<file path="src/hdl/csd_pkg.sv">
/*
 * Shared constants of the card-specific data block: field positions,
 * fixed field values, reset values, host register map and the checksum.
 * Assumes nothing of its surroundings; both ends and the bench use it.
 */
package csd_pkg;

    localparam int WORD_W = 32;
    localparam int WORDS  = 4;

    // Field positions inside the 128-bit card-specific data word.
    localparam int CLASS_LSB   = 84;
    localparam int RD_EXP_LSB  = 80;
    localparam int RD_PART_BIT = 79;
    localparam int WR_MIS_BIT  = 78;
    localparam int RD_MIS_BIT  = 77;
    localparam int DSR_BIT     = 76;
    localparam int CSIZE_LSB   = 62;
    localparam int RCLO_LSB    = 59;
    localparam int RCHI_LSB    = 56;
    localparam int WCLO_LSB    = 53;
    localparam int WCHI_LSB    = 50;
    localparam int MULT_LSB    = 47;
    localparam int EGS_LSB     = 42;
    localparam int EGM_LSB     = 37;
    localparam int WPGS_LSB    = 32;
    localparam int WPGE_BIT    = 31;
    localparam int ECCDEF_LSB  = 29;
    localparam int R2W_LSB     = 26;
    localparam int WR_EXP_LSB  = 22;
    localparam int WR_PART_BIT = 21;
    localparam int PROG_LSB    = 8;
    localparam int CRC_LSB     = 1;

    // Positions inside the programmable byte, bits 15:8 of the word.
    localparam int FFG_POS  = 7;
    localparam int COPY_POS = 6;
    localparam int PERM_POS = 5;
    localparam int TMP_POS  = 4;
    localparam int FF_LSB   = 2;
    localparam int ECC_LSB  = 0;

    // Fixed field values.
    localparam logic [1:0]  STRUCT_VAL = 2'h2;
    localparam logic [3:0]  SPEC_VAL   = 4'h3;
    localparam logic [7:0]  TAAC_VAL   = 8'h26;
    localparam logic [7:0]  NSAC_VAL   = 8'h01;
    localparam logic [7:0]  SPEED_VAL  = 8'h2A;
    localparam logic [11:0] CLASS_VAL  = 12'h0F5;
    localparam logic [3:0]  BLK_EXP    = 4'h9;
    localparam logic [3:0]  EXP_RSVD   = 4'hC;
    localparam logic [4:0]  EGM_VAL    = 5'h1F;
    localparam logic [4:0]  WPGS_VAL   = 5'h08;
    localparam logic        WPGE_VAL   = 1'h1;
    localparam logic [1:0]  ECCDEF_VAL = 2'h0;
    localparam logic [2:0]  R2W_VAL    = 3'h4;
    localparam logic [7:0]  PROG_RST   = 8'h40;
    localparam logic [1:0]  ECC_BCH    = 2'h1;
    localparam logic [6:0]  CRC_POLY   = 7'h09;

    // Supply current per code, in tenths of a milliampere.
    localparam logic [15:0] CUR_LO [0:7] = '{16'h0005, 16'h000A, 16'h0032,
        16'h0064, 16'h00FA, 16'h015E, 16'h0258, 16'h03E8};
    localparam logic [15:0] CUR_HI [0:7] = '{16'h000A, 16'h0032, 16'h0064,
        16'h00FA, 16'h015E, 16'h01C2, 16'h0320, 16'h07D0};

    // Host register map, byte addresses.
    localparam logic [5:0] OFS_CTRL   = 6'h00;
    localparam logic [5:0] OFS_STAT   = 6'h04;
    localparam logic [5:0] OFS_WDATA  = 6'h08;
    localparam logic [5:0] OFS_BLKCNT = 6'h0C;
    localparam logic [5:0] OFS_BLKLEN = 6'h10;
    localparam logic [5:0] OFS_ERASE  = 6'h14;
    localparam logic [5:0] OFS_CURR   = 6'h18;
    localparam logic [5:0] OFS_SHADOW = 6'h20;

    localparam int CTRL_FETCH = 0;
    localparam int CTRL_PROG  = 1;
    localparam int ST_BUSY    = 0;
    localparam int ST_EXPRSV  = 1;
    localparam int ST_FFRSV   = 2;
    localparam int ST_ECCUND  = 3;
    localparam int ST_PERM    = 4;
    localparam int ST_TMP     = 5;
    localparam int ST_VALID   = 6;
    localparam int ST_REFUSED = 7;

    typedef enum logic [1:0] {
        CMD_READ,
        CMD_WRITE,
        CMD_ERASE
    } csd_cmd_t;

    function automatic logic [6:0] crc7(input logic [119:0] d);
        logic [6:0] c;
        logic       fb;
        c = 7'h00;
        for (int i = 119; i >= 0; i--) begin
            fb = d[i] ^ c[6];
            c  = {c[5:0], 1'b0};
            if (fb) begin
                c = c ^ CRC_POLY;
            end
        end
        return c;
    endfunction

endpackage

</file>
<file path="src/hdl/csd_link_if.sv">
/*
 * Word link between the host controller and the card register bank.
 * Assumes both ends run on the same clock; request is held until ack.
 */
`timescale 1ns/10ps
interface csd_link_if;
    logic        req;
    logic        prog;
    logic [1:0]  idx;
    logic [7:0]  wbyte;
    logic        ack;
    logic [31:0] rdata;
    logic        refused;

    modport card (input req, prog, idx, wbyte,
                  output ack, rdata, refused);
    modport host (output req, prog, idx, wbyte,
                  input ack, rdata, refused);
endinterface

</file>
<file path="src/hdl/csd_host.sv">
/*
 * Host end: an Avalon-MM slave with waitrequest that fetches the card's
 * 128-bit register into a shadow, decodes it, and programs the byte.
 * Assumes the card answers each held link request with a one-cycle ack.
 */
// The Avalon-MM register port and the register offsets were decided locally.
`timescale 1ns/10ps
module csd_host (
    input  wire logic        MCLK_I,
    input  wire logic        RST_B_I,
    csd_link_if.host         link,
    input  wire logic [5:0]  AVS_ADDRESS_I,
    input  wire logic        AVS_READ_I,
    input  wire logic        AVS_WRITE_I,
    input  wire logic [31:0] AVS_WRITEDATA_I,
    input  wire logic [3:0]  AVS_BYTEENABLE_I,
    output logic [31:0]      AVS_READDATA_O,
    output logic             AVS_WAITREQUEST_O
);

    typedef enum logic [1:0] {
        HST_IDLE,
        HST_FETCH,
        HST_PROG
    } csd_hst_t;

    csd_hst_t    state_reg;
    logic [31:0] shadow_reg [0:3];
    logic        wait_reg;
    logic [31:0] rdata_reg;
    logic [7:0]  wdata_reg;
    logic        valid_reg;
    logic        refused_reg;
    logic        req_reg;
    logic        prog_reg;
    logic [1:0]  idx_reg;
    logic [7:0]  wbyte_reg;

    wire [127:0] shadow_all;
    wire [11:0]  c_size;
    wire [2:0]   c_mult;
    wire [3:0]   rd_exp;
    wire [4:0]   eg_size;
    wire [4:0]   eg_mult;
    wire [7:0]   pbyte;
    wire         exp_rsvd;
    wire         ff_rsvd;
    wire         ecc_undef;
    wire [21:0]  block_count;
    wire [31:0]  block_len;
    wire [11:0]  erase_units;
    wire [31:0]  curr_word;
    wire [31:0]  stat_word;
    wire [31:0]  rd_mux;
    wire         commit;
    wire         go_fetch;
    wire         go_prog;
    wire         busy;

    assign shadow_all = {shadow_reg[3], shadow_reg[2],
                         shadow_reg[1], shadow_reg[0]};
    assign c_size  = shadow_all[csd_pkg::CSIZE_LSB +: 12];
    assign c_mult  = shadow_all[csd_pkg::MULT_LSB +: 3];
    assign rd_exp  = shadow_all[csd_pkg::RD_EXP_LSB +: 4];
    assign eg_size = shadow_all[csd_pkg::EGS_LSB +: 5];
    assign eg_mult = shadow_all[csd_pkg::EGM_LSB +: 5];
    assign pbyte   = shadow_all[csd_pkg::PROG_LSB +: 8];

    assign exp_rsvd  = (rd_exp >= csd_pkg::EXP_RSVD);
    assign ff_rsvd   = pbyte[csd_pkg::FFG_POS];
    assign ecc_undef = (pbyte[csd_pkg::ECC_LSB +: 2] >
                        csd_pkg::ECC_BCH);
    assign block_count = ({10'h000, c_size} + 22'h000001)
                         << ({1'b0, c_mult} + 4'h2);
    assign block_len   = exp_rsvd ? 32'h0000_0000
                                  : (32'h0000_0001 << rd_exp);
    assign erase_units = ({7'h00, eg_size} + 12'h001) *
                         ({7'h00, eg_mult} + 12'h001);
    assign curr_word = {
        csd_pkg::CUR_HI[shadow_all[csd_pkg::RCHI_LSB +: 3]],
        csd_pkg::CUR_LO[shadow_all[csd_pkg::RCLO_LSB +: 3]]
    };

    assign busy = (state_reg != HST_IDLE);
    assign stat_word = {24'h000000, refused_reg, valid_reg,
                        pbyte[csd_pkg::TMP_POS], pbyte[csd_pkg::PERM_POS],
                        ecc_undef, ff_rsvd, exp_rsvd, busy};

    assign rd_mux =
        (AVS_ADDRESS_I == csd_pkg::OFS_CTRL)   ? {31'h0, busy} :
        (AVS_ADDRESS_I == csd_pkg::OFS_STAT)   ? stat_word :
        (AVS_ADDRESS_I == csd_pkg::OFS_WDATA)  ? {24'h0, wdata_reg} :
        (AVS_ADDRESS_I == csd_pkg::OFS_BLKCNT) ? {10'h0, block_count} :
        (AVS_ADDRESS_I == csd_pkg::OFS_BLKLEN) ? block_len :
        (AVS_ADDRESS_I == csd_pkg::OFS_ERASE)  ? {20'h0, erase_units} :
        (AVS_ADDRESS_I == csd_pkg::OFS_CURR)   ? curr_word :
        (AVS_ADDRESS_I[5:4] == csd_pkg::OFS_SHADOW[5:4] &&
         AVS_ADDRESS_I[1:0] == 2'h0) ? shadow_reg[AVS_ADDRESS_I[3:2]] :
        32'h0000_0000;

    // A write takes effect at the edge where waitrequest is seen low.
    assign commit   = AVS_WRITE_I && !wait_reg && AVS_BYTEENABLE_I[0];
    assign go_fetch = commit && (AVS_ADDRESS_I == csd_pkg::OFS_CTRL) &&
                      AVS_WRITEDATA_I[csd_pkg::CTRL_FETCH];
    assign go_prog  = commit && (AVS_ADDRESS_I == csd_pkg::OFS_CTRL) &&
                      AVS_WRITEDATA_I[csd_pkg::CTRL_PROG] &&
                      !AVS_WRITEDATA_I[csd_pkg::CTRL_FETCH];

    // Every access costs exactly two cycles: waitrequest drops for one.
    always_ff @(posedge MCLK_I or negedge RST_B_I) begin
        if (!RST_B_I) begin
            wait_reg  <= 1'b1;
            rdata_reg <= 32'h0000_0000;
        end else begin
            wait_reg <= !((AVS_READ_I || AVS_WRITE_I) && wait_reg);
            if ((AVS_READ_I || AVS_WRITE_I) && wait_reg) begin
                rdata_reg <= rd_mux;
            end
        end
    end

    always_ff @(posedge MCLK_I or negedge RST_B_I) begin
        if (!RST_B_I) begin
            wdata_reg <= 8'h00;
        end else if (commit && AVS_ADDRESS_I == csd_pkg::OFS_WDATA) begin
            wdata_reg <= AVS_WRITEDATA_I[7:0];
        end
    end

    // Commands that arrive while busy are dropped; software polls busy.
    always_ff @(posedge MCLK_I or negedge RST_B_I) begin
        if (!RST_B_I) begin
            state_reg   <= HST_IDLE;
            req_reg     <= 1'b0;
            prog_reg    <= 1'b0;
            idx_reg     <= 2'h0;
            wbyte_reg   <= 8'h00;
            valid_reg   <= 1'b0;
            refused_reg <= 1'b0;
            for (int i = 0; i < 4; i++) begin
                shadow_reg[i] <= 32'h0000_0000;
            end
        end else begin
            unique case (state_reg)
                HST_IDLE: begin
                    if (go_fetch || go_prog) begin
                        state_reg <= go_fetch ? HST_FETCH : HST_PROG;
                        req_reg   <= 1'b1;
                        prog_reg  <= go_prog;
                        idx_reg   <= 2'h0;
                        wbyte_reg <= wdata_reg;
                    end
                end
                HST_FETCH: begin
                    if (link.ack) begin
                        shadow_reg[idx_reg] <= link.rdata;
                        idx_reg             <= idx_reg + 2'h1;
                        if (idx_reg == 2'h3) begin
                            req_reg   <= 1'b0;
                            valid_reg <= 1'b1;
                            state_reg <= HST_IDLE;
                        end
                    end
                end
                HST_PROG: begin
                    if (link.ack) begin
                        req_reg     <= 1'b0;
                        prog_reg    <= 1'b0;
                        refused_reg <= link.refused;
                        valid_reg   <= 1'b0;
                        state_reg   <= HST_IDLE;
                    end
                end
            endcase
        end
    end

    assign link.req          = req_reg;
    assign link.prog         = prog_reg;
    assign link.idx          = idx_reg;
    assign link.wbyte        = wbyte_reg;
    assign AVS_READDATA_O    = rdata_reg;
    assign AVS_WAITREQUEST_O = wait_reg;

endmodule

</file>
<file path="src/flat_wrapper.sv">
// flat-port wrapper written by rule: the top's interface ports become plain ports
module csd_host_flat 
  (MCLK_I, RST_B_I, AVS_ADDRESS_I, AVS_READ_I, AVS_WRITE_I, AVS_WRITEDATA_I, AVS_BYTEENABLE_I, AVS_READDATA_O, AVS_WAITREQUEST_O, link_req, link_prog, link_idx, link_wbyte, link_ack, link_rdata, link_refused);
  csd_link_if link_i ();
  input  wire logic MCLK_I;
  input  wire logic RST_B_I;
  input  wire logic [5:0] AVS_ADDRESS_I;
  input  wire logic AVS_READ_I;
  input  wire logic AVS_WRITE_I;
  input  wire logic [31:0] AVS_WRITEDATA_I;
  input  wire logic [3:0] AVS_BYTEENABLE_I;
  output logic [31:0] AVS_READDATA_O;
  output logic AVS_WAITREQUEST_O;
  output wire logic [$bits(link_i.req)-1:0] link_req;
  output wire logic [$bits(link_i.prog)-1:0] link_prog;
  output wire logic [$bits(link_i.idx)-1:0] link_idx;
  output wire logic [$bits(link_i.wbyte)-1:0] link_wbyte;
  input wire logic [$bits(link_i.ack)-1:0] link_ack;
  input wire logic [$bits(link_i.rdata)-1:0] link_rdata;
  input wire logic [$bits(link_i.refused)-1:0] link_refused;
  assign link_req = link_i.req;
  assign link_prog = link_i.prog;
  assign link_idx = link_i.idx;
  assign link_wbyte = link_i.wbyte;
  assign link_i.ack = link_ack;
  assign link_i.rdata = link_rdata;
  assign link_i.refused = link_refused;
  csd_host u_core (.MCLK_I(MCLK_I), .RST_B_I(RST_B_I), .link(link_i), .AVS_ADDRESS_I(AVS_ADDRESS_I), .AVS_READ_I(AVS_READ_I), .AVS_WRITE_I(AVS_WRITE_I), .AVS_WRITEDATA_I(AVS_WRITEDATA_I), .AVS_BYTEENABLE_I(AVS_BYTEENABLE_I), .AVS_READDATA_O(AVS_READDATA_O), .AVS_WAITREQUEST_O(AVS_WAITREQUEST_O));
endmodule
</file>
<file path="config.mk">
export PLATFORM = sky130hd
export DESIGN_NAME = csd_host_flat
export DESIGN_NICKNAME = d
export VERILOG_FILES = /design/src/hdl/csd_pkg.sv /design/src/hdl/csd_link_if.sv /design/src/hdl/csd_host.sv /design/src/flat_wrapper.sv
export SDC_FILE = /design/constraint.sdc
export NUM_CORES = 1
export LEC_CHECK = 0
export BUFFER_PORTS_ARGS = -buffer_cell sky130_fd_sc_hd__buf_2
export CAP_MARGIN = 20
export CORE_MARGIN = 5
export CORE_UTILIZATION = 58
export DETAILED_ROUTE_END_ITERATION = 7
export GPL_TIMING_DRIVEN = 0
export MAX_ROUTING_LAYER = met4
export PLACE_DENSITY = 0.88
export SETUP_SLACK_MARGIN = 0.05
export SYNTH_ARGS = -nofsm -noshare
export SYNTH_HDL_FRONTEND = slang
export SYNTH_SLANG_ARGS = --single-unit
export TNS_END_PERCENT = 5
</file>
<file path="constraint.sdc">
create_clock -name MCLK_I -period 11.12 [get_ports MCLK_I]
set_input_delay 2.224 -clock MCLK_I [delete_from_list [all_inputs] [get_ports MCLK_I]]
set_output_delay 2.224 -clock MCLK_I [all_outputs]
set_load 0.02 [all_outputs]
</file>
==> out/metrics.cfg, run 1 <==
[status]
run_status=completed

[sta]
min_period_over_period_pct=50.3
report.final.setup_viol=0
worst-slew-pin-transition_ps=995
layout_min_cycle_time_ps=5600
final.setup_skew_ps=10.2
final-max-slew-violation-count=0
total_neg_setup_slack_ps=0
final.setup.worst_slack_ps=5520
final_hold_viol_count=0
rsz0062_at_grt=false
fmaxAchievable_ghz=0.179
max_slew_margin_pct=33.7

[floorplanning]
die_w_um=150
core-area_mm2=0.0194
die_h_um=150
row_count=51
io-pin-count=125
fp.dieArea_mm2=0.0226
initial_utilization_pct=58.8

[power_and_ir_drop]
power_switching_share_pct=29.3
power.density_cell_area_mw_per_mm2=116
pwr-share-clk_pct=41.0
comb_power_share_pct=11.5
p_seq_share_pct=47.5
internal-power_mw=1.06
power.static_leakage_nw=6.12
power.switching_mw=0.437
ir_drop_uv=106

[layout]
layout_commonest_cell=sky130_fd_sc_hd__dfrtp_1
fin_cells=1420
number_of_flip_flops_under_the_largest_register_name=91
layout_common_cells=sky130_fd_sc_hd__dfrtp_1 (184), sky130_fd_sc_hd__mux2_2 (151), sky130_fd_sc_hd__buf_2 (111)
final_net_count=1277
area_growth_pct=12.7
filler_cell_count=1482
final_layout_size_suffix_gt1_share_pct=31.6
num_antenna_cells=0

[logic_synthesis]
syn_area_per_cell_um2=11.1
ys_ff_latch=185
share_of_the_yosys_chip_area_belonging_to_registers_pct=40.6
synth_top_flop_cell=sky130_fd_sc_hd__dfrtp_1
synthesis.area_mm2=0.0114
yosysWarnings=0
synthesis.instances=1027
synth_enable_flop_cells=0
number_of_unique_standard_cell_types_used_by_synthesis=80
syn_nets=1162
ys_async_rst_share_pct=100

[placement]
place_worst_setup_slack_ps=5820
detailedPlacementHpwl_um=25400
dp_cells=1388
place.port_buffers=95
routabilityCongestion=1.04

[clocking]
cts-buffers-inserted=17
worst_skew_pair_later_pin_latency_ps=440
tritoncts_clock_tree=done
post_cts_buffers=0
ctsLongestPathBuffers=2
clock_sinks=185
cts_root_buffer=sky130_fd_sc_hd__clkbuf_16
post_cts_resize_count=0
htree_num_levels=4
postCtsHoldBufs=0
path_clk_slew_ps=70

[detailed_routing]
ant_nets=0
detailedRoute.firstIterationViolations=1042
detailed_route_via_count=9373
drt_pass1_iterations=7
drt_wl_total_um=34400
routed_wire_length_per_instance_um=24.2
remaining_drc_errors=0
vias_per_cell=6.60

[flow_run]
max-cap-violations=0

[setup_path]
worst_setup_path_start_kind=flop
worstReg2RegStart=u_core.eg_mult[0]
timing.critical_path.cells=clkbuf_1 > nand3_1 > xnor2_1 > nand2b_1 > fa_1 > inv_1 > fa_1 > inv_1 > fa_1 > inv_1 > ha_1 > a21o_1 > a211o_1 > o31ai_1 > xor2_1 > a21oi_1 > o31ai_1
critPathKind=flop to flop
worst_path_largest_cell_delay_ps=550
path_max_fanout=9
cp.arrival_ps=5930
crit_start=u_core.eg_mult[0]
timing.critical_path.to_type=flop
critical-path-slowest-cell=sky130_fd_sc_hd__xnor2_1
cp.required_ps=11450

[min_path]
hold_class=flop to flop
hp-start=u_core.AVS_READDATA_O[20]

[global_routing]
gr-usage-met1_pct=42.6
gr-usage-met2_pct=49.1
grt.busiest_layer=met2
groute.layer.met3.usage_pct=6.53
grt_pass1_vias=9392
wire_length_of_the_first_global_routing_pass_um=53600
grt_max_degree=106
overflow=0
gr-usage-all-layers_pct=32.1
number_of_antenna_violations_at_the_first_check_in_global_routing=0

cells by family after synthesis:
kind of cell / Yosys count / share of synthesized area [%]
AND/OR/NAND/NOR: 266 / 12.6
AO/OA/AOI/OAI: 197 / 12.0
multiplexers: 191 / 21.9
flip-flops: 185 / 40.6
buffers and inverters: 114 / 4.20
adder cells (fa/ha/maj): 55 / 7.15
XOR/XNOR: 19 / 1.46
cells in the mapped netlist, types with 13 or more instances:
library cell,number,area share [%]
sky130_fd_sc_hd__mux2_2,151,15
sky130_fd_sc_hd__nor3_1,14,0.61
sky130_fd_sc_hd__nand2_1,61,2.0
sky130_fd_sc_hd__dfrtp_1,184,40
sky130_fd_sc_hd__a31oi_1,14,0.77
sky130_fd_sc_hd__ha_1,38,4.2
sky130_fd_sc_hd__mux4_2,32,6.3
sky130_fd_sc_hd__nand2b_1,13,0.71
sky130_fd_sc_hd__clkbuf_1,36,1.2
sky130_fd_sc_hd__inv_1,43,1.4
sky130_fd_sc_hd__nor2_1,57,1.9
sky130_fd_sc_hd__o21ai_0,32,1.4
sky130_fd_sc_hd__buf_2,17,0.75
sky130_fd_sc_hd__nor2b_1,13,0.71
sky130_fd_sc_hd__a21oi_1,45,2.0
sky130_fd_sc_hd__fa_1,17,3.0
sky130_fd_sc_hd__nand3_1,35,1.5
worst max-delay path: cells and delay by family, from the launching register on:
kind | cells | cell delay, ps
fa+ha+maj | 4 | 1910
compound gates | 5 | 1330
flops | 1 | 360
simple gates | 2 | 450
xor+xnor | 2 | 920
buf+inv | 4 | 510
stage by stage:
stage	power [mW]	util [%]	cell area (um2)	hold slack, ps
final	1.49	66.2	12800	465
after global routing	1.54	66.2	12800	507
after CTS	1.49	66.2	12800	477
after detailed placement	0.892	63.1	12200	460
after global placement	0.884	62.9	12200	450
after floorplan	0.816	-	11400	474
layer usage:
layer | up-vias | part of all wire [%]
li1 | 4020 | -
met5 | - | 0
met3 | 104 | 9.6
met4 | 0 | 3.6
met1 | 4713 | 39
met2 | 536 | 47
power groups by stage:
stage / Sequential [mW] / Clock (mW) / Combinational (mW)
after global placement: 0.722 / 0 / 0.163
after CTS: 0.710 / 0.615 / 0.170
after global routing: 0.712 / 0.641 / 0.186
after floorplan: 0.734 / 0 / 0.0822
after detailed placement: 0.723 / 0 / 0.169
final: 0.711 / 0.613 / 0.171
final cells by class:
type	count	area (um2)	share of cell area [%]
Inverter	45	169	1.31
Sequential cell	185	4630	36.0
Clock inverter	15	174	1.35
Multi-Input combinational cell	728	6290	49.0
Timing Repair Buffer	96	513	3.99
Clock buffer	17	425	3.31
Buffer	69	310	2.42
Tap cell	265	332	2.58
final timing paths:
path | endpoint | slack (ps) | cells past startpoint
setup / recovery | u_core.AVS_READDATA_O[11] | 5520 | 17
hold / removal | u_core.AVS_READDATA_O[20] | 460 | 2
min in group asynchronous | u_core.shadow_all[118] | 1730 | 1
max in group asynchronous | u_core.rd_exp[0] | 8460 | 2
hold reg to reg | u_core.AVS_READDATA_O[20] | 460 | 2
setup reg to reg | u_core.AVS_READDATA_O[11] | 5520 | 17
Power figures use the tool's default switching activity.
==> run 2, diff against run 1 <==
--- a/config.mk
+++ b/config.mk
@@ -5,6 +5,7 @@
 export SDC_FILE = /design/constraint.sdc
 export NUM_CORES = 1
 export LEC_CHECK = 0
+export ABC_AREA = 1
 export BUFFER_PORTS_ARGS = -buffer_cell sky130_fd_sc_hd__buf_2
 export CAP_MARGIN = 20
 export CORE_MARGIN = 5
==> constraint.sdc (replaced) <==
create_clock -name MCLK_I -period 5.41 [get_ports MCLK_I]
set_input_delay 1.082 -clock MCLK_I [delete_from_list [all_inputs] [get_ports MCLK_I]]
set_output_delay 1.082 -clock MCLK_I [all_outputs]
set_load 0.02 [all_outputs]
==> run 2 against run 1 <==
  * Sequential power grew 100%
  * Hold slack gained 8.5 ps
  * Core utilization about the same
  * Critical endpoint is now u_core.AVS_READDATA_O[7]
  * Final area is 4.2% lower
  * Die area decreased by 4.2%
  * Global-route usage rose by 0.84 points
  * Register-to-register slack lost 4700 ps
  * Largest cell class unchanged
  * Synthesized area is 4.5% lower
  * Clock power grew 110%
  * Largest power group unchanged
  * Clock skew is 4.3 ps higher
==> out/metrics.cfg, run 2 <==
[logic_synthesis]
synth_enable_flop_cells=0
synth_top_flop_cell=sky130_fd_sc_hd__dfrtp_1
syn_area_per_cell_um2=7.62
synthesis.area_mm2=0.0109
synth_area_leader_cell=sky130_fd_sc_hd__dfrtp_1
yosysWarnings=0
post-synth-top-area-fraction_pct=42.3
synthTopCellsByArea=sky130_fd_sc_hd__dfrtp_1 (42%), sky130_fd_sc_hd__nand2_1 (15%), sky130_fd_sc_hd__o21ai_0 (8.6%), sky130_fd_sc_hd__nand3_1 (5.2%), sky130_fd_sc_hd__inv_1 (4.9%)
number_of_unique_standard_cell_types_used_by_synthesis=43
share_of_the_yosys_chip_area_belonging_to_registers_pct=42.5
yosys-top-cells-count=sky130_fd_sc_hd__nand2_1 (443), sky130_fd_sc_hd__o21ai_0 (187), sky130_fd_sc_hd__dfrtp_1 (184)
yosysMostFrequentCell=sky130_fd_sc_hd__nand2_1
synthesis.instances=1428
syn_nets=1563
ys_async_rst_share_pct=100
ys_ff_latch=185

[layout]
postLayoutCellArea_mm2=0.0123
fin_cells=1792
number_of_flip_flops_under_the_largest_register_name=91
area_growth_pct=13.0
num_antenna_cells=0
final_layout_size_suffix_gt1_share_pct=11.7
layout_commonest_cell=sky130_fd_sc_hd__nand2_1
final_net_count=1680
finish.utilization_pct=66.2
layout_common_cells=sky130_fd_sc_hd__nand2_1 (443), sky130_fd_sc_hd__o21ai_0 (187), sky130_fd_sc_hd__dfrtp_1 (184)
filler_cell_count=1583

[flow_run]
max-cap-violations=0

[global_routing]
gr-usage-met1_pct=43.9
number_of_antenna_violations_at_the_first_check_in_global_routing=0
groute.layer.met3.usage_pct=6.85
grt_pass1_vias=10063
wire_length_of_the_first_global_routing_pass_um=54200
gr-usage-met2_pct=51.0
grt_max_degree=100
overflow=0
grt.busiest_layer=met2
gr-usage-all-layers_pct=32.9

[detailed_routing]
drt_pass1_iterations=5
drt_wl_total_um=34700
detailed_route_via_count=10558
routed_wire_length_per_instance_um=19.4
vias_per_cell=5.89
detailedRoute.firstIterationViolations=1259
remaining_drc_errors=0
ant_nets=0

[power_and_ir_drop]
power.static_leakage_nw=6.24
design_power_total_mw=2.98
ir_drop_uv=206
power.density_cell_area_mw_per_mm2=242

[placement]
placement.cell_area_mm2=0.0117
detailedPlacementHpwl_um=26400
routabilityCongestion=1.04
place.port_buffers=97
dp_cells=1760
place_worst_setup_slack_ps=854

[clocking]
htree_num_levels=4
clock_sinks=185
ctsLongestPathBuffers=2
worst_skew_pair_later_pin_latency_ps=450
cts_root_buffer=sky130_fd_sc_hd__clkbuf_16
path_clk_slew_ps=80
cts-buffers-inserted=17
post_cts_buffers=0
postCtsHoldBufs=0
post_cts_resize_count=0
tritoncts_clock_tree=done

[setup_path]
critPathKind=flop to flop
crit_start=u_core.eg_mult[0]
worst_setup_path_start_kind=flop
cp.arrival_ps=4970
worstReg2RegStart=u_core.eg_mult[0]
path_max_fanout=9
cp.required_ps=5750
timing.critical_path.to_type=flop

[sta]
final-max-slew-violation-count=0
max_slew_margin_pct=48.1
hold_slack_ps=473
min_period_over_period_pct=85.6
worst-slew-pin-transition_ps=779
report.final.setup_viol=0
final.setup.worst_slack_ps=777
fmaxAchievable_ghz=0.216
total_neg_setup_slack_ps=0
final.setup_skew_ps=14.5
layout_min_cycle_time_ps=4630
rsz0062_at_grt=false
final_hold_viol_count=0

[floorplanning]
initial_utilization_pct=58.6
fp.dieArea_mm2=0.0216
core-area_mm2=0.0186
io-pin-count=125
row_count=50
die_w_um=147
die_h_um=147

[min_path]
hp-start=u_core.AVS_READDATA_O[10]
hold_class=flop to flop

[status]
run_status=completed

## run 2: changes by cell type in the layout (fill, tap and decap cells not counted), sizes merged, moves of 26 or more
cell   before  now
inv        49  153
nand3      36  115
o21ai      34  189
nor2       59   85
nand2      61  445
mux4       32    0
mux2      151   13
## run 2: worst max-delay path: stages (launching register included)
cell and delay [ps]:
sky130_fd_sc_hd__dfrtp_1 360, sky130_fd_sc_hd__clkbuf_1 380, sky130_fd_sc_hd__nand3_1 190, sky130_fd_sc_hd__nor2_1 170, sky130_fd_sc_hd__inv_1 50, sky130_fd_sc_hd__nand2_1 140, sky130_fd_sc_hd__nor2_1 90, sky130_fd_sc_hd__fa_1 470
sky130_fd_sc_hd__fa_1 540, sky130_fd_sc_hd__inv_1 50, sky130_fd_sc_hd__fa_1 530, sky130_fd_sc_hd__inv_1 40, sky130_fd_sc_hd__ha_1 350, sky130_fd_sc_hd__a21oi_1 210, sky130_fd_sc_hd__nand2_1 120, sky130_fd_sc_hd__or2_2 280
sky130_fd_sc_hd__nand3_1 80, sky130_fd_sc_hd__nand4_1 80, sky130_fd_sc_hd__nand2_1 160, sky130_fd_sc_hd__nand3_1 90, sky130_fd_sc_hd__nand2_1 60, sky130_fd_sc_hd__nand2_1 50
## run 2: area by class of cell
class	count	area [um2]	share of cell area [%]
Timing Repair Buffer	98	523	4.25
Clock buffer	17	425	3.46
Clock inverter	15	174	1.41
Tap cell	234	293	2.38
Inverter	147	552	4.49
Multi-Input combinational cell	1038	5440	44.2
Buffer	58	263	2.14
Sequential cell	185	4630	37.6
## run 2: kinds of logic after synthesis
family                   count (synthesis)  share of synthesized area, %
multiplexers                            13                          1.59
flip-flops                             185                          42.5
adder cells (fa/ha/maj)                 55                          7.49
buffers and inverters                  205                          7.48
AND/OR/NAND/NOR                        683                          26.2
XOR/XNOR                                 6                         0.483
AO/OA/AOI/OAI                          281                          14.2
## run 2: power breakdown
| group | switching, mW | internal [mW] | leakage [nW] |
|---|---|---|---|
| clock network | 0.635 | 0.623 | 0.288 |
| logic | 0.202 | 0.0807 | 3.39 |
| registers | 0.0242 | 1.42 | 2.56 |
| total | 0.862 | 2.12 | 6.24 |
## run 2: final timing paths
| check | cells after the start | slack [ps] | to |
|---|---|---|---|
| worst max register to register | 21 | 780 | u_core.AVS_READDATA_O[7] |
| worst min register to register | 2 | 470 | u_core.AVS_READDATA_O[10] |
| worst max-delay path | 21 | 780 | u_core.AVS_READDATA_O[7] |
| worst min-delay path | 2 | 470 | u_core.AVS_READDATA_O[10] |
| min in group asynchronous | 1 | 630 | u_core.AVS_READDATA_O[11] |
| max in group asynchronous | 2 | 3880 | u_core.AVS_READDATA_O[30] |
## run 2: metal layers
layer,vias to the layer above,part of all wire [%]
met2,538,46
met3,80,9.9
met4,0,2.5
met5,-,0
li1,4921,-
met1,5019,41
==> run 3, diff against run 2 <==
--- a/config.mk
+++ b/config.mk
@@ -5,7 +5,6 @@
 export SDC_FILE = /design/constraint.sdc
 export NUM_CORES = 1
 export LEC_CHECK = 0
-export ABC_AREA = 1
 export BUFFER_PORTS_ARGS = -buffer_cell sky130_fd_sc_hd__buf_2
 export CAP_MARGIN = 20
 export CORE_MARGIN = 5
==> run 3 against run 2 <==
  * Clock power about the same
  * Flip-flop and latch count unchanged
  * Final area up 4.8%
  * Via count down 11%
  * Cell count down 21%
  * Sequential share of layout area down 1.7 points
  * Combinational power up 24%
  * Die area up 4.4%
  * Worst setup slack worse by 460 ps
  * Largest cell class unchanged
  * Largest power group unchanged
==> out/metrics.cfg, run 3 (synthesis gave the netlist of run 1 again) <==
[global_routing]
number_of_antenna_violations_at_the_first_check_in_global_routing=0
gr-usage-all-layers_pct=32.1
overflow=0
wire_length_of_the_first_global_routing_pass_um=53600
grt_pass1_vias=9387
grt_max_degree=106

[detailed_routing]
drt_pass1_iterations=6
detailedRoute.firstIterationViolations=1082
routed_wire_length_per_instance_um=24.3
drt_wl_total_um=34500
vias_per_cell=6.60
remaining_drc_errors=0
detailed_route_via_count=9372
ant_nets=0

[clocking]
cts-buffers-inserted=17
cts_root_buffer=sky130_fd_sc_hd__clkbuf_16
path_clk_slew_ps=80
tritoncts_clock_tree=done
ctsLongestPathBuffers=2
clock_sinks=185
worst_skew_pair_later_pin_latency_ps=440
htree_num_levels=4

[floorplanning]
io-pin-count=125
fp.dieArea_mm2=0.0226
row_count=51
die_w_um=150
die_h_um=150
initial_utilization_pct=58.8
core-area_mm2=0.0194

[layout]
final_layout_size_suffix_gt1_share_pct=32.3
layout_commonest_cell=sky130_fd_sc_hd__dfrtp_1
number_of_flip_flops_under_the_largest_register_name=91
area_growth_pct=13.1
layout_common_cells=sky130_fd_sc_hd__dfrtp_1 (184), sky130_fd_sc_hd__mux2_2 (151), sky130_fd_sc_hd__buf_2 (111)
final_net_count=1276
num_antenna_cells=0

[sta]
final.setup_skew_ps=12.7
layout_min_cycle_time_ps=5100
worst-slew-pin-transition_ps=1040
fmaxAchievable_ghz=0.196
max_slew_margin_pct=30.6
total_neg_setup_slack_ps=0
report.final.setup_viol=0
final-max-slew-violation-count=0
final_hold_viol_count=0
rsz0062_at_grt=false
min_period_over_period_pct=94.2

[placement]
detailedPlacementHpwl_um=25400
place.port_buffers=95
routabilityCongestion=1.04

[setup_path]
cp.required_ps=5740
critical-path-slowest-cell=sky130_fd_sc_hd__fa_1
cp.arrival_ps=5430
timing.critical_path.to_type=flop
critPathKind=flop to flop
r2r.worst_path.cells=17
worst_path_largest_cell_delay_ps=550
worst_setup_path_start_kind=flop
cp_num_buf_inv=3
critical_path_cell_count=17
worst_path_dominant_cell_family=adder cells
path_max_fanout=4
timing.critical_path.cells=ha_1 > nand3_1 > xor2_1 > or2_2 > fa_1 > inv_1 > fa_1 > inv_1 > fa_1 > inv_1 > ha_1 > a21o_1 > a211o_1 > o31ai_2 > xor2_2 > a21oi_1 > o31ai_1

[flow_run]
max-cap-violations=0

[power_and_ir_drop]
power.density_cell_area_mw_per_mm2=238
power.static_leakage_nw=6.14
ir_drop_uv=218
design_power_total_mw=3.07

[min_path]
hold_class=flop to flop
timing.hold.worst_path_depth=2

[status]
run_status=completed

## run 3: final cells by class
type,count,area [um2]
inverters,45,169
well taps,265,332
fillers,1465,6500
repair buffers,96,513
clock inverters,15,174
clock buffers,17,425
flip-flops and latches,185,4630
plain buffers,68,309
multi-input cells,728,6340
## run 3: path summary, 6_finish.rpt
kind	startpoint	to	slack, ps
max in group asynchronous	RST_B_I	u_core.rd_exp[0]	3860
min	u_core.AVS_READDATA_O[20]	u_core.AVS_READDATA_O[20]	470
max reg2reg	u_core.eg_mult[1]	u_core.AVS_READDATA_O[11]	310
min reg2reg	u_core.AVS_READDATA_O[20]	u_core.AVS_READDATA_O[20]	470
max	u_core.eg_mult[1]	u_core.AVS_READDATA_O[11]	310
min in group asynchronous	RST_B_I	u_core.shadow_all[118]	610
## run 3: layer usage
| metal | part of all wire, % | vias to the layer above | track usage [%] |
|---|---|---|---|
| met5 | 0 | - | - |
| li1 | - | 4024 | - |
| met1 | 40 | 4684 | 42.7 |
| met2 | 47 | 546 | 49.1 |
| met3 | 8.9 | 118 | 6.41 |
| met4 | 4.2 | 0 | 12.3 |
## run 3: worst register-to-register path, cell delays in order (launching register included)
cell and delay (ps):
sky130_fd_sc_hd__dfrtp_1 430, sky130_fd_sc_hd__ha_1 220, sky130_fd_sc_hd__nand3_1 140, sky130_fd_sc_hd__xor2_1 240, sky130_fd_sc_hd__or2_2 340, sky130_fd_sc_hd__fa_1 500, sky130_fd_sc_hd__inv_1 50, sky130_fd_sc_hd__fa_1 520
sky130_fd_sc_hd__inv_1 50, sky130_fd_sc_hd__fa_1 550, sky130_fd_sc_hd__inv_1 50, sky130_fd_sc_hd__ha_1 340, sky130_fd_sc_hd__a21o_1 190, sky130_fd_sc_hd__a211o_1 360, sky130_fd_sc_hd__o31ai_2 320, sky130_fd_sc_hd__xor2_2 260
sky130_fd_sc_hd__a21oi_1 180, sky130_fd_sc_hd__o31ai_1 240
## run 3: stage by stage
step | hold slack, ps | std cells | setup slack, ps | cell area (um2) | util, %
4_1_cts | 477 | 1420 | 110 | 12900 | 66.3
3_5_place_dp | 460 | 1388 | 106 | 12200 | 63.1
5_1_grt | 507 | 1419 | 52.0 | 12900 | 66.5
6_report | 465 | 1419 | 314 | 12900 | 66.5
3_3_place_gp | 450 | 1387 | 292 | 12200 | 62.9
2_1_floorplan | 474 | 1027 | 1000 | 11400 | -
## run 3: report_power, final
group,internal (mW),switching (mW)
clock network,0.623,0.632
registers,1.43,0.0332
logic,0.122,0.230
## run 3: timing repair
action	CTS	global route
pin swaps	0	1
setup buffers	0	0
hold buffers	0	0
gates resized for setup	1	10
endpoints found under the hold margin	0	0
setup endpoints to repair	1	2
